[src/rtl/drf_defines.svh]
// Offsets, field positions, reset values and counts of the ring fetch block.
`ifndef DRF_DEFINES_SVH
`define DRF_DEFINES_SVH
`define DRF_ADDR_CTRL      12'h000
`define DRF_ADDR_STATUS    12'h004
`define DRF_ADDR_RING      12'h008
`define DRF_ADDR_PTR       12'h00c
`define DRF_ADDR_CMD       12'h010
`define DRF_ADDR_CMD_EXT   12'h014
`define DRF_ADDR_IND       12'h018
`define DRF_ADDR_DESC_LO   12'h01c
`define DRF_ADDR_DESC_HI   12'h020
`define DRF_ADDR_COUNT     12'h024
`define DRF_CTRL_HPE       0
`define DRF_CTRL_RPE       1
`define DRF_CTRL_DPE       2
`define DRF_ST_RNR         0
`define DRF_ST_RER         1
`define DRF_ST_HER         2
`define DRF_ST_OER         3
`define DRF_ST_PER         4
`define DRF_CMD_READY      8'h01
`define DRF_CMD_STOP       8'h02
`define DRF_CMD_DEFINE     8'h03
`define DRF_DESC_FIRST     62
`define DRF_DESC_LAST      61
`define DRF_DESC_OWN       63
`define DRF_DESC_CMD       60
`define DRF_STORE_DEPTH    20
`define DRF_PER_DATA       3'h2
`define DRF_PER_DESC       3'h7
`define DRF_RESET_CTRL     32'h0000_0000
`endif

[src/rtl/drf_pkg.sv]
// Types shared by the ring fetch block.
package drf_pkg;
  typedef enum logic [1:0] {
    drf_ring_stopped,
    drf_ring_ready,
    drf_ring_empty
  } drf_ring_e;
  typedef logic [63:0] drf_desc_t;
endpackage : drf_pkg

[src/rtl/drf_store_if.sv]
// Push/pop carrier between the fetch logic and the descriptor store.
`timescale 1ns/10ps
`default_nettype none
interface drf_store_if;
  logic              push;
  drf_pkg::drf_desc_t push_data;
  logic              pop;
  drf_pkg::drf_desc_t pop_data;
  logic              full;
  logic              empty;
  logic              flush;
  logic [4:0]        count;
  modport owner (output push, push_data, pop, flush,
                 input pop_data, full, empty, count);
  modport store (input push, push_data, pop, flush,
                 output pop_data, full, empty, count);
endinterface : drf_store_if
`default_nettype wire

[src/rtl/drf_store.sv]
// Internal descriptor copy: holds at most twenty descriptors.
`timescale 1ns/10ps
`default_nettype none
`include "drf_defines.svh"
module drf_store (
  // Clock and reset
  input  wire logic        pclk,
  input  wire logic        presetn,
  input  wire logic        ce,
  // Store side
  drf_store_if.store       st
);
  drf_pkg::drf_desc_t mem [0:`DRF_STORE_DEPTH-1];
  logic [4:0] wr_ptr;
  logic [4:0] rd_ptr;
  logic [4:0] cnt;
  wire        do_push = st.push && !st.full;
  wire        do_pop  = st.pop && !st.empty;

  function automatic logic [4:0] bump(input logic [4:0] p);
    bump = (p == 5'(`DRF_STORE_DEPTH - 1)) ? 5'h00 : p + 5'h01;
  endfunction : bump

  assign st.full     = (cnt == 5'(`DRF_STORE_DEPTH));
  assign st.empty    = (cnt == 5'h00);
  assign st.count    = cnt;
  assign st.pop_data = mem[rd_ptr];

  always_ff @(posedge pclk) begin
    if (ce && do_push) begin
      mem[wr_ptr] <= st.push_data;
    end
  end

  always_ff @(posedge pclk or negedge presetn) begin
    if (!presetn) begin
      wr_ptr <= 5'h00;
      rd_ptr <= 5'h00;
      cnt    <= 5'h00;
    end else if (ce) begin
      if (st.flush) begin
        wr_ptr <= 5'h00;
        rd_ptr <= 5'h00;
        cnt    <= 5'h00;
      end else begin
        if (do_push) wr_ptr <= bump(wr_ptr);
        if (do_pop) rd_ptr <= bump(rd_ptr);
        cnt <= cnt + 5'(do_push) - 5'(do_pop);
      end
    end
  end
endmodule : drf_store
`default_nettype wire

[src/rtl/drf_tx_parity.sv]
// Parity generator toward the transmit side and checker for incoming words.
`timescale 1ns/10ps
`default_nettype none
module drf_tx_parity (
  // Data to protect
  input  wire logic [31:0] data,
  input  wire logic [3:0]  par_in,
  // Results
  output logic [3:0]       par_gen,
  output logic             par_bad
);
  function automatic logic [3:0] odd_par(input logic [31:0] d);
    for (int i = 0; i < 4; i++) begin
      odd_par[i] = ~^d[i*8 +: 8];
    end
  endfunction : odd_par

  // Generated always, whether or not checking is enabled.
  assign par_gen = odd_par(data);
  assign par_bad = (par_gen != par_in);
endmodule : drf_tx_parity
`default_nettype wire

[src/rtl/drf_fetch.sv]
// Descriptor ring fetch, parity checks and error handling behind APB.
// What this block does
// - Copy valid descriptors into internal store, twenty at most; transmit from it.
// - Fetching continues while indication write-back waits on a busy port.
// - Transmit data parity checked only with data parity enable set.
// - Parity is always generated on data sent toward the MAC.
// - Data parity error stops frame intake and marks frame as error.
// - A frame already being sent is aborted on data parity error.
// - Error indication written back unless one is still waiting; ring activity continues normally.
// - Descriptor parity checked only with ring parity enable set.
// - Bad-parity descriptor not stored; read pointer stays on it.
// - Descriptor parity error empties ring, sets ring parity-error bit.
// - Descriptor parity error sets ring-not-ready and ring-error flags.
// - Host register parity checked only with host parity enable set.
// - Bad-parity host access does no clear, command or control access.
// - Host parity error sets the host-error flag.
// - Bad-parity write to command extension cancels the command.
// - First/last framing errors stop fetch, empty ring, set error flags.
// - DMA indication carries abort flag and three-bit error code.
`timescale 1ns/10ps
`default_nettype none
`include "drf_defines.svh"
module drf_fetch (
  // Clock, reset and enable
  input  wire logic        pclk,
  input  wire logic        presetn,
  input  wire logic        ce,
  // APB slave
  input  wire logic        psel,
  input  wire logic        penable,
  input  wire logic        pwrite,
  input  wire logic [11:0] paddr,
  input  wire logic [31:0] pwdata,
  output logic [31:0]      prdata,
  output logic             pready,
  output logic             pslverr,
  // Host parity lines beside pwdata
  input  wire logic [3:0]  pwpar,
  // Descriptor read port toward ring memory
  output logic             desc_req,
  output logic [31:0]      desc_addr,
  input  wire logic        desc_valid,
  input  wire logic [63:0] desc_data,
  input  wire logic [7:0]  desc_par,
  // Transmit data port
  input  wire logic        txd_valid,
  input  wire logic [31:0] txd_data,
  input  wire logic [3:0]  txd_par,
  input  wire logic        txd_last,
  // Toward MAC side
  output logic             mac_valid,
  output logic [31:0]      mac_data,
  output logic [3:0]       mac_par,
  output logic             mac_abort,
  input  wire logic        mac_sending,
  // Descriptor consumer
  input  wire logic        desc_take,
  output logic [63:0]      desc_out,
  output logic             desc_avail,
  // Indication write-back port
  output logic             ind_valid,
  output logic [31:0]      ind_data,
  input  wire logic        ind_ready
);
  // Descriptor, transmit, MAC and indication inputs are synchronised; only the second stage is read.
  logic       dv_s1, dv_s2, tv_s1, tv_s2, ms_s1, ms_s2, ir_s1, ir_s2;
  logic [63:0] dd_s1, dd_s2;
  logic [7:0]  dp_s1, dp_s2;
  logic [31:0] td_s1, td_s2;
  logic [3:0]  tp_s1, tp_s2;
  logic        tl_s1, tl_s2;

  always_ff @(posedge pclk or negedge presetn) begin
    if (!presetn) begin
      {dv_s1, dv_s2, tv_s1, tv_s2} <= 4'h0;
      {ms_s1, ms_s2, ir_s1, ir_s2} <= 4'h0;
      {tl_s1, tl_s2} <= 2'h0;
      dd_s1 <= 64'h0; dd_s2 <= 64'h0;
      dp_s1 <= 8'h00; dp_s2 <= 8'h00;
      td_s1 <= 32'h0; td_s2 <= 32'h0;
      tp_s1 <= 4'h0;  tp_s2 <= 4'h0;
    end else if (ce) begin
      dv_s1 <= desc_valid;  dv_s2 <= dv_s1;
      tv_s1 <= txd_valid;   tv_s2 <= tv_s1;
      ms_s1 <= mac_sending; ms_s2 <= ms_s1;
      ir_s1 <= ind_ready;   ir_s2 <= ir_s1;
      tl_s1 <= txd_last;    tl_s2 <= tl_s1;
      dd_s1 <= desc_data;   dd_s2 <= dd_s1;
      dp_s1 <= desc_par;    dp_s2 <= dp_s1;
      td_s1 <= txd_data;    td_s2 <= td_s1;
      tp_s1 <= txd_par;     tp_s2 <= tp_s1;
    end
  end

  // Registers.
  logic [31:0] ctrl;
  logic [4:0]  status;
  logic [31:0] ring_base;
  logic [31:0] rd_ptr;
  logic [7:0]  cmd_held;
  logic        cmd_ext_bad;
  logic [63:0] ind_shadow;
  drf_pkg::drf_ring_e ring_state;
  logic        last_expected;
  logic        frame_err;
  logic        req_pend;

  // APB decode: single wait-free access phase.
  wire wr_en  = psel && penable && pwrite;
  wire rd_en  = psel && penable && !pwrite;
  wire mapped = (paddr <= `DRF_ADDR_COUNT) && (paddr[1:0] == 2'b00);
  wire host_chk = ctrl[`DRF_CTRL_HPE];
  wire [3:0] hp_gen;
  wire       hp_bad_raw;
  drf_tx_parity u_host_par (
    .data    (pwdata),
    .par_in  (pwpar),
    .par_gen (hp_gen),
    .par_bad (hp_bad_raw)
  );
  wire host_bad = wr_en && mapped && host_chk && hp_bad_raw;
  wire wr_ok    = wr_en && mapped && !host_bad;
  wire wr_status = wr_ok && (paddr == `DRF_ADDR_STATUS);
  wire wr_cmd    = wr_ok && (paddr == `DRF_ADDR_CMD);
  wire wr_cext   = wr_en && mapped && (paddr == `DRF_ADDR_CMD_EXT);
  wire cmd_go    = wr_cmd && !cmd_ext_bad;
  wire cmd_ready = cmd_go && (pwdata[7:0] == `DRF_CMD_READY);
  wire cmd_stop  = cmd_go && (pwdata[7:0] == `DRF_CMD_STOP);
  wire cmd_def   = cmd_go && (pwdata[7:0] == `DRF_CMD_DEFINE);

  assign pready  = 1'b1;
  assign pslverr = psel && penable && !mapped;

  // Descriptor fetch: one read in flight at a time.
  drf_store_if st ();
  drf_store u_store (
    .pclk    (pclk),
    .presetn (presetn),
    .ce      (ce),
    .st      (st)
  );

  function automatic logic par_ok64(input logic [63:0] d,
                                    input logic [7:0] p);
    par_ok64 = 1'b1;
    for (int i = 0; i < 8; i++) begin
      if (p[i] != ~^d[i*8 +: 8]) par_ok64 = 1'b0;
    end
  endfunction : par_ok64

  wire got_desc  = req_pend && dv_s2;
  wire d_par_err = got_desc && ctrl[`DRF_CTRL_RPE] &&
                   !par_ok64(dd_s2, dp_s2);
  wire d_own     = dd_s2[`DRF_DESC_OWN];
  wire d_first   = dd_s2[`DRF_DESC_FIRST];
  wire d_last    = dd_s2[`DRF_DESC_LAST];
  wire d_cmd     = dd_s2[`DRF_DESC_CMD];
  // Framing checks of the three documented kinds.
  wire d_frm_err = got_desc && d_own && !d_par_err &&
                   ((d_first && last_expected) ||
                    (!d_first && !last_expected) ||
                    (d_cmd && !d_last));
  wire d_invalid = got_desc && !d_own && !d_par_err;
  wire d_store   = got_desc && d_own && !d_par_err && !d_frm_err;
  wire d_error   = d_par_err || d_frm_err;

  // Fetch runs regardless of indication back-pressure.
  assign desc_req  = req_pend;
  assign desc_addr = rd_ptr;
  assign st.push      = d_store;
  assign st.push_data = dd_s2;
  assign st.pop       = desc_take && !st.empty;
  assign st.flush     = cmd_stop || cmd_def || d_error;
  assign desc_out     = st.pop_data;
  assign desc_avail   = !st.empty;

  wire can_fetch = (ring_state == drf_pkg::drf_ring_ready) &&
                   !st.full && !req_pend;

  always_ff @(posedge pclk or negedge presetn) begin
    if (!presetn) begin
      req_pend      <= 1'b0;
      rd_ptr        <= 32'h0;
      ring_state    <= drf_pkg::drf_ring_stopped;
      last_expected <= 1'b0;
    end else if (ce) begin
      if (cmd_def) begin
        rd_ptr        <= ring_base;
        ring_state    <= drf_pkg::drf_ring_stopped;
        last_expected <= 1'b0;
        req_pend      <= 1'b0;
      end else if (cmd_stop) begin
        ring_state <= drf_pkg::drf_ring_stopped;
        req_pend   <= 1'b0;
      end else if (cmd_ready) begin
        ring_state <= drf_pkg::drf_ring_ready;
      end else if (d_error) begin
        // The pointer is left on the bad entry for the host to find.
        req_pend   <= 1'b0;
        ring_state <= drf_pkg::drf_ring_empty;
      end else if (d_invalid) begin
        req_pend   <= 1'b0;
        ring_state <= drf_pkg::drf_ring_empty;
      end else if (d_store) begin
        req_pend      <= 1'b0;
        rd_ptr        <= rd_ptr + 32'h8;
        last_expected <= !d_last;
      end else if (can_fetch) begin
        req_pend <= 1'b1;
      end
    end
  end

  // Status flags: hardware set wins over a write-one clear.
  wire [4:0] st_set = {d_par_err, d_frm_err, host_bad,
                       d_error, d_error};
  wire [4:0] st_clr = wr_status ? pwdata[4:0] : 5'h00;
  wire [4:0] next_status;
  assign next_status = (status & ~st_clr) | st_set;

  always_ff @(posedge pclk or negedge presetn) begin
    if (!presetn) begin
      status <= 5'h00;
    end else if (ce) begin
      status <= next_status;
      if (cmd_ready || cmd_def) begin
        status[`DRF_ST_PER] <= st_set[`DRF_ST_PER];
        status[`DRF_ST_OER] <= st_set[`DRF_ST_OER];
      end
    end
  end

  // Command extension parity: a bad write cancels the next command.
  always_ff @(posedge pclk or negedge presetn) begin
    if (!presetn) begin
      cmd_ext_bad <= 1'b0;
      cmd_held    <= 8'h00;
      ctrl        <= `DRF_RESET_CTRL;
      ring_base   <= 32'h0;
    end else if (ce) begin
      if (wr_cext) cmd_ext_bad <= host_bad;
      else if (wr_cmd) cmd_ext_bad <= 1'b0;
      if (wr_cmd) cmd_held <= pwdata[7:0];
      if (wr_ok && paddr == `DRF_ADDR_CTRL) ctrl <= pwdata;
      if (wr_ok && paddr == `DRF_ADDR_RING) ring_base <= pwdata;
    end
  end

  // Transmit data path with optional parity check.
  wire [3:0] tx_gen;
  wire       tx_bad_raw;
  drf_tx_parity u_tx_par (
    .data    (td_s2),
    .par_in  (tp_s2),
    .par_gen (tx_gen),
    .par_bad (tx_bad_raw)
  );
  wire tx_perr = tv_s2 && ctrl[`DRF_CTRL_DPE] && tx_bad_raw;
  wire frame_end = tv_s2 && tl_s2;
  wire ind_busy  = ind_valid && !ir_s2;

  always_ff @(posedge pclk or negedge presetn) begin
    if (!presetn) begin
      frame_err  <= 1'b0;
      mac_valid  <= 1'b0;
      mac_data   <= 32'h0;
      mac_par    <= 4'h0;
      mac_abort  <= 1'b0;
      ind_valid  <= 1'b0;
      ind_data   <= 32'h0;
      ind_shadow <= 64'h0;
    end else if (ce) begin
      // Data stops flowing for the rest of an error frame.
      mac_valid <= tv_s2 && !tx_perr && !frame_err;
      mac_data  <= td_s2;
      mac_par   <= tx_gen;
      mac_abort <= tx_perr && ms_s2 && !frame_err;
      if (tx_perr) frame_err <= !frame_end;
      else if (frame_end) frame_err <= 1'b0;
      if (ind_valid && ir_s2) ind_valid <= 1'b0;
      // Indication per frame unless one is still waiting; fetch is not held while it waits.
      if (frame_end && !ind_busy) begin
        ind_valid <= 1'b1;
        ind_data  <= {(frame_err || tx_perr), 25'h0,
                      ((frame_err || tx_perr) ? `DRF_PER_DATA : 3'h0),
                      3'h0};
      end
      if (d_par_err) ind_shadow <= {1'b1, `DRF_PER_DESC, 60'h0};
    end
  end

  // Read mux.
  wire [31:0] rd_mux =
    (paddr == `DRF_ADDR_CTRL)    ? ctrl :
    (paddr == `DRF_ADDR_STATUS)  ? {27'h0, status} :
    (paddr == `DRF_ADDR_RING)    ? ring_base :
    (paddr == `DRF_ADDR_PTR)     ? rd_ptr :
    (paddr == `DRF_ADDR_CMD)     ? {22'h0, ring_state, cmd_held} :
    (paddr == `DRF_ADDR_IND)     ? ind_shadow[63:32] :
    (paddr == `DRF_ADDR_DESC_LO) ? st.pop_data[31:0] :
    (paddr == `DRF_ADDR_DESC_HI) ? st.pop_data[63:32] :
    (paddr == `DRF_ADDR_COUNT)   ? {27'h0, st.count} : 32'h0;
  assign prdata = rd_en ? rd_mux : 32'h0;
endmodule : drf_fetch
`default_nettype wire

[config.mk]
export PLATFORM = sky130hd
export DESIGN_NAME = drf_fetch
export DESIGN_NICKNAME = d
export VERILOG_FILES = /design/src/rtl/drf_pkg.sv /design/src/rtl/drf_store_if.sv /design/src/rtl/drf_store.sv /design/src/rtl/drf_tx_parity.sv /design/src/rtl/drf_fetch.sv
export VERILOG_INCLUDE_DIRS = /design/src /design/src/rtl
export SDC_FILE = /design/constraint.sdc
export NUM_CORES = 2
export LEC_CHECK = 0
export BUFFER_PORTS_ARGS = -buffer_cell sky130_fd_sc_hd__buf_2
export CAP_MARGIN = 10
export CORE_ASPECT_RATIO = 1.5
export CORE_UTILIZATION = 50
export DETAILED_ROUTE_END_ITERATION = 10
export GPL_TIMING_DRIVEN = 0
export PLACE_DENSITY = 0.79
export SETUP_SLACK_MARGIN = 0.3
export SLEW_MARGIN = 20
export SYNTH_ARGS = -nofsm -noshare
export SYNTH_HDL_FRONTEND = slang
export SYNTH_SLANG_ARGS = --single-unit
[constraint.sdc]
create_clock -name pclk -period 7.4 [get_ports pclk]
set_input_delay 0.37 -clock pclk [delete_from_list [all_inputs] [get_ports pclk]]
set_output_delay 0.37 -clock pclk [all_outputs]
set_load 0.03 [all_outputs]
==> run_results.csv <==
group,metric,value,unit
setup_path,start_kind,"flop",
global_route,grt_pass1_vias,41162,
sta,rsz0062_at_grt,"false",
sta,max_freq,159,MHz
cts,clock-sinks,1677,
synth,synth_edf_count,1280,
placed_design,gp_congestion,1.04,
placed_design,place_area,73800,sq um
route,avgViaCountPerCell,6.51,
global_route,grt_pass1_wl,304000,um
setup_path,critPathKind,"flop to output port",
synth,async_flop_share,23.7,%
outcome,status,"finished, final reports clean",
setup_path,arrival,5.90,ns
floorplan,fp.dieArea,137000,sq um
setup_path,cp-end-kind,"output port",
final_layout,instances_no_fill,6282,
placed_design,io_buffers,337,
setup_path,crit_family,"buffers and inverters",
power,p_per_area,326,nW/um^2
global_route,grt_antenna_before_repair,33,
cts,clkSlewWorstSetupHoldPaths,0.07,ns
synth,ys_seq_area_share,71.6,%
sta,finalHoldViolations,0,
floorplan,fp-row-count,164,
setup_path,cp_max_fo,10,
synth,synth_flop_cell,"edfxtp_1",
synth,avgSynthCellArea,18.5,sq um
sta,slew_viol_final,0,
route,vias,40881,
floorplan,core_area,134000,sq um
synth,ys_types,76,
route,ant_nets,0,
synth,synth_warnings,0,
cts,clk_latency,0.81,ns
placed_design,post-place-cells,5844,
floorplan,ioPinCount,371,
floorplan,die_height,452,um
setup_path,worstPathCellList,"buf_2 -> buf_2 -> clkbuf_1 -> buf_1 -> mux4_2 -> nand2_1 -> o21ai_0 -> a21boi_0 -> o22ai_1 -> o211ai_1 -> a21oi_1 -> buf_2",
cts,cts_tree,"done",
final_layout,postLayoutCellArea,80300,sq um
synth,ys_ff_latch,1677,
final_layout,syn_to_final_growth,18.8,%
setup_path,crit_buf_inv,5,
synth,netlist_instances,3653,
global_route,grt_use_total,32.2,%
final_layout,fin_util,60.1,%
sta,fin_crit_sh,84.8,%
min_path,hold_class,"primary input to flop",
cts,cts_max_level,4,
sta,tightest_slew,1.23,ns
route,wl,219000,um
power,power.total,0.0261,W
route,drcViolationCount,0,
global_route,grt_max_degree,101,
cts,cts_inserted_buffers,152,
setup_path,worstPathRequired,7.03,ns
setup_path,worst_path_most_repeated_cell,"buf_2",
setup_path,slowest_stage,"buf_1",
floorplan,fp.dieW,302,um
setup_path,r2r_slack,1.22,ns
synth,synth_area,67600,sq um
sta,finalSetupViolations,0,
setup_path,max_stage_delay,0.83,ns
sta,fin_crit,6.27,ns
cts,cts.path.max_buffers,3,
floorplan,initial_utilization,50.6,%
placed_design,hpwl,144000,um
route,avgRoutedWirePerCell,34.8,um
power,peakVddDrop,0.291,mV
sta,fin_worst_skew,0.0365,ns
sta,relSlewSlack,17.9,%
final_layout,final_nets,4589,
global_route,overflow,0,
route,dr.first_iter.drc_count,5726,
job,cap_viol_max_count,0,
power,power.leakage,28.3,nW
final_layout,layout-drive-gt1-share,32.1,%
cts,clock-root-buffer,"clkbuf_16",
route,first_pass_iters,8,
[cells by family after synthesis]
group	count (synthesis)	share of synthesized area (%)
AO/OA/AOI/OAI	319	3.12
XOR/XNOR	117	1.78
adder cells (fa/ha/maj)	20	0.381
buffers and inverters	264	1.78
flip-flops	1677	71.6
multiplexers	686	17.7
other	2	0.0111
AND/OR/NAND/NOR	568	3.67
[worst reg2reg max path: cells and delay by family (launching register included)]
kind	cells	cell delay [ns]
and+or+nand+nor	4	2.31
buffers and inverters	4	1.14
AOI/OAI and AO/OA	1	0.40
DFF	1	0.61
xor gates and xnor gates	3	1.43
[per-stage QoR]
step	setup slack, ns	setup TNS, ns	hold WS, ns
2_1_floorplan	1.73	0	0.0744
3_3_place_gp	-3.47	-5011.95	0.463
3_5_place_dp	1.58	0	0.329
4_1_cts	1.30	0	0.00236
5_1_grt	1.02	0	0.0504
6_report	1.13	0	0.0485
[flip-flops by register name, indices dropped and copies added, names as in the netlist, 2 cells and up]
register          count
u_store.mem        1280
dd_s1                64
dd_s2                64
ctrl                 32
desc_addr            32
mac_data             32
ring_base            32
td_s1                32
td_s2                32
cmd_held              8
dp_s1                 8
dp_s2                 8
status                5
u_store.rd_ptr        5
u_store.st.count      5
u_store.wr_ptr        5
mac_par               4
tp_s1                 4
tp_s2                 4
ring_state            2
[where the power goes]
group	internal (W)	switching [W]	leakage (nW)	total (W)
Sequential	0.0106	0.000547	16.4	0.0112
Clock	0.00433	0.00367	2.40	0.00800
Combinational	0.00274	0.00424	9.53	0.00698
Total	0.0177	0.00845	28.3	0.0261
[cell usage after synthesis (43+ instances only)]
library cell / number / area (sq um)
mux2_2: 307 / 3460
inv_1: 44 / 165
nor2_1: 78 / 293
edfxtp_1: 1280 / 38400
a21oi_1: 66 / 330
mux4_2: 376 / 8470
buf_2: 43 / 215
o21ai_0: 96 / 480
dfrtp_1: 397 / 9930
xnor2_1: 78 / 683
clkbuf_1: 118 / 443
nand2_1: 345 / 1290
[per-layer routing]
layer  up-vias  part of all wire (%)  wire, um  track usage [%]
met1     20804                    33     71600             38.0
met4        30                   6.4     14000             18.0
met2      3387                    48    106000             52.4
li1      15875                     -         -                -
met5         -                 0.088       192                0
met3       785                    12     26800             9.64
[what timing repair did]
| item | in CTS | in global routing |
|---|---|---|
| buffers inserted | 0 | 0 |
| endpoints found under the hold margin | 302 | 0 |
| hold buffers | 146 | 0 |
| resized for setup | 0 | 0 |
[layout make-up]
cell class / instances / area [sq um]
antenna: 12 / 30.0
clock buffer: 191 / 4100
multi-input combinational: 1741 / 18300
sequential: 1677 / 48400
inverter: 45 / 169
fill: 9151 / 53300
timing repair buffer: 565 / 5220
tap: 1743 / 2180
clock inverter: 89 / 861
buffer: 219 / 1050
[path summary, 6_finish.rpt]
| check | to | depth (start not counted) | from |
|---|---|---|---|
| worst min-delay path | ring_base[2] | 3 | pwdata[2] |
| worst min register to register | ctrl[7] | 2 | ctrl[7] |
| max in group asynchronous | dd_s1[59] | 4 | presetn |
| min in group asynchronous | dd_s2[22] | 2 | presetn |
| worst max register to register | u_store.mem[1][26] | 12 | dd_s2[14] |
| worst max-delay path | prdata[0] | 12 | u_store.rd_ptr[1] |
[cell usage in the layout, fill, tap and decap left out, types with 24 or more instances in the layout]
cell type | synthesis | final
dfrtp_1 | 397 | 397
mux4_2 | 376 | 376
clkinv_2 | 0 | 24
edfxtp_1 | 1280 | 1280
clkinv_1 | 1 | 27
buf_4 | 38 | 38
o21ai_0 | 96 | 95
xnor2_1 | 78 | 78
buf_2 | 43 | 381
inv_1 | 44 | 44
buf_12 | 0 | 24
nor2_1 | 78 | 58
a21oi_1 | 66 | 66
dlygate4sd3_1 | 0 | 146
a21o_1 | 24 | 24
xor2_1 | 25 | 25
mux2_2 | 307 | 307
nand2_1 | 345 | 345
buf_16 | 0 | 57
clkbuf_1 | 118 | 138
nand3_1 | 32 | 32
a221oi_1 | 35 | 35
conb_1 | 2 | 31
clkbuf_16 | 0 | 155
No activity file was read; power rests on OpenSTA's default activity.
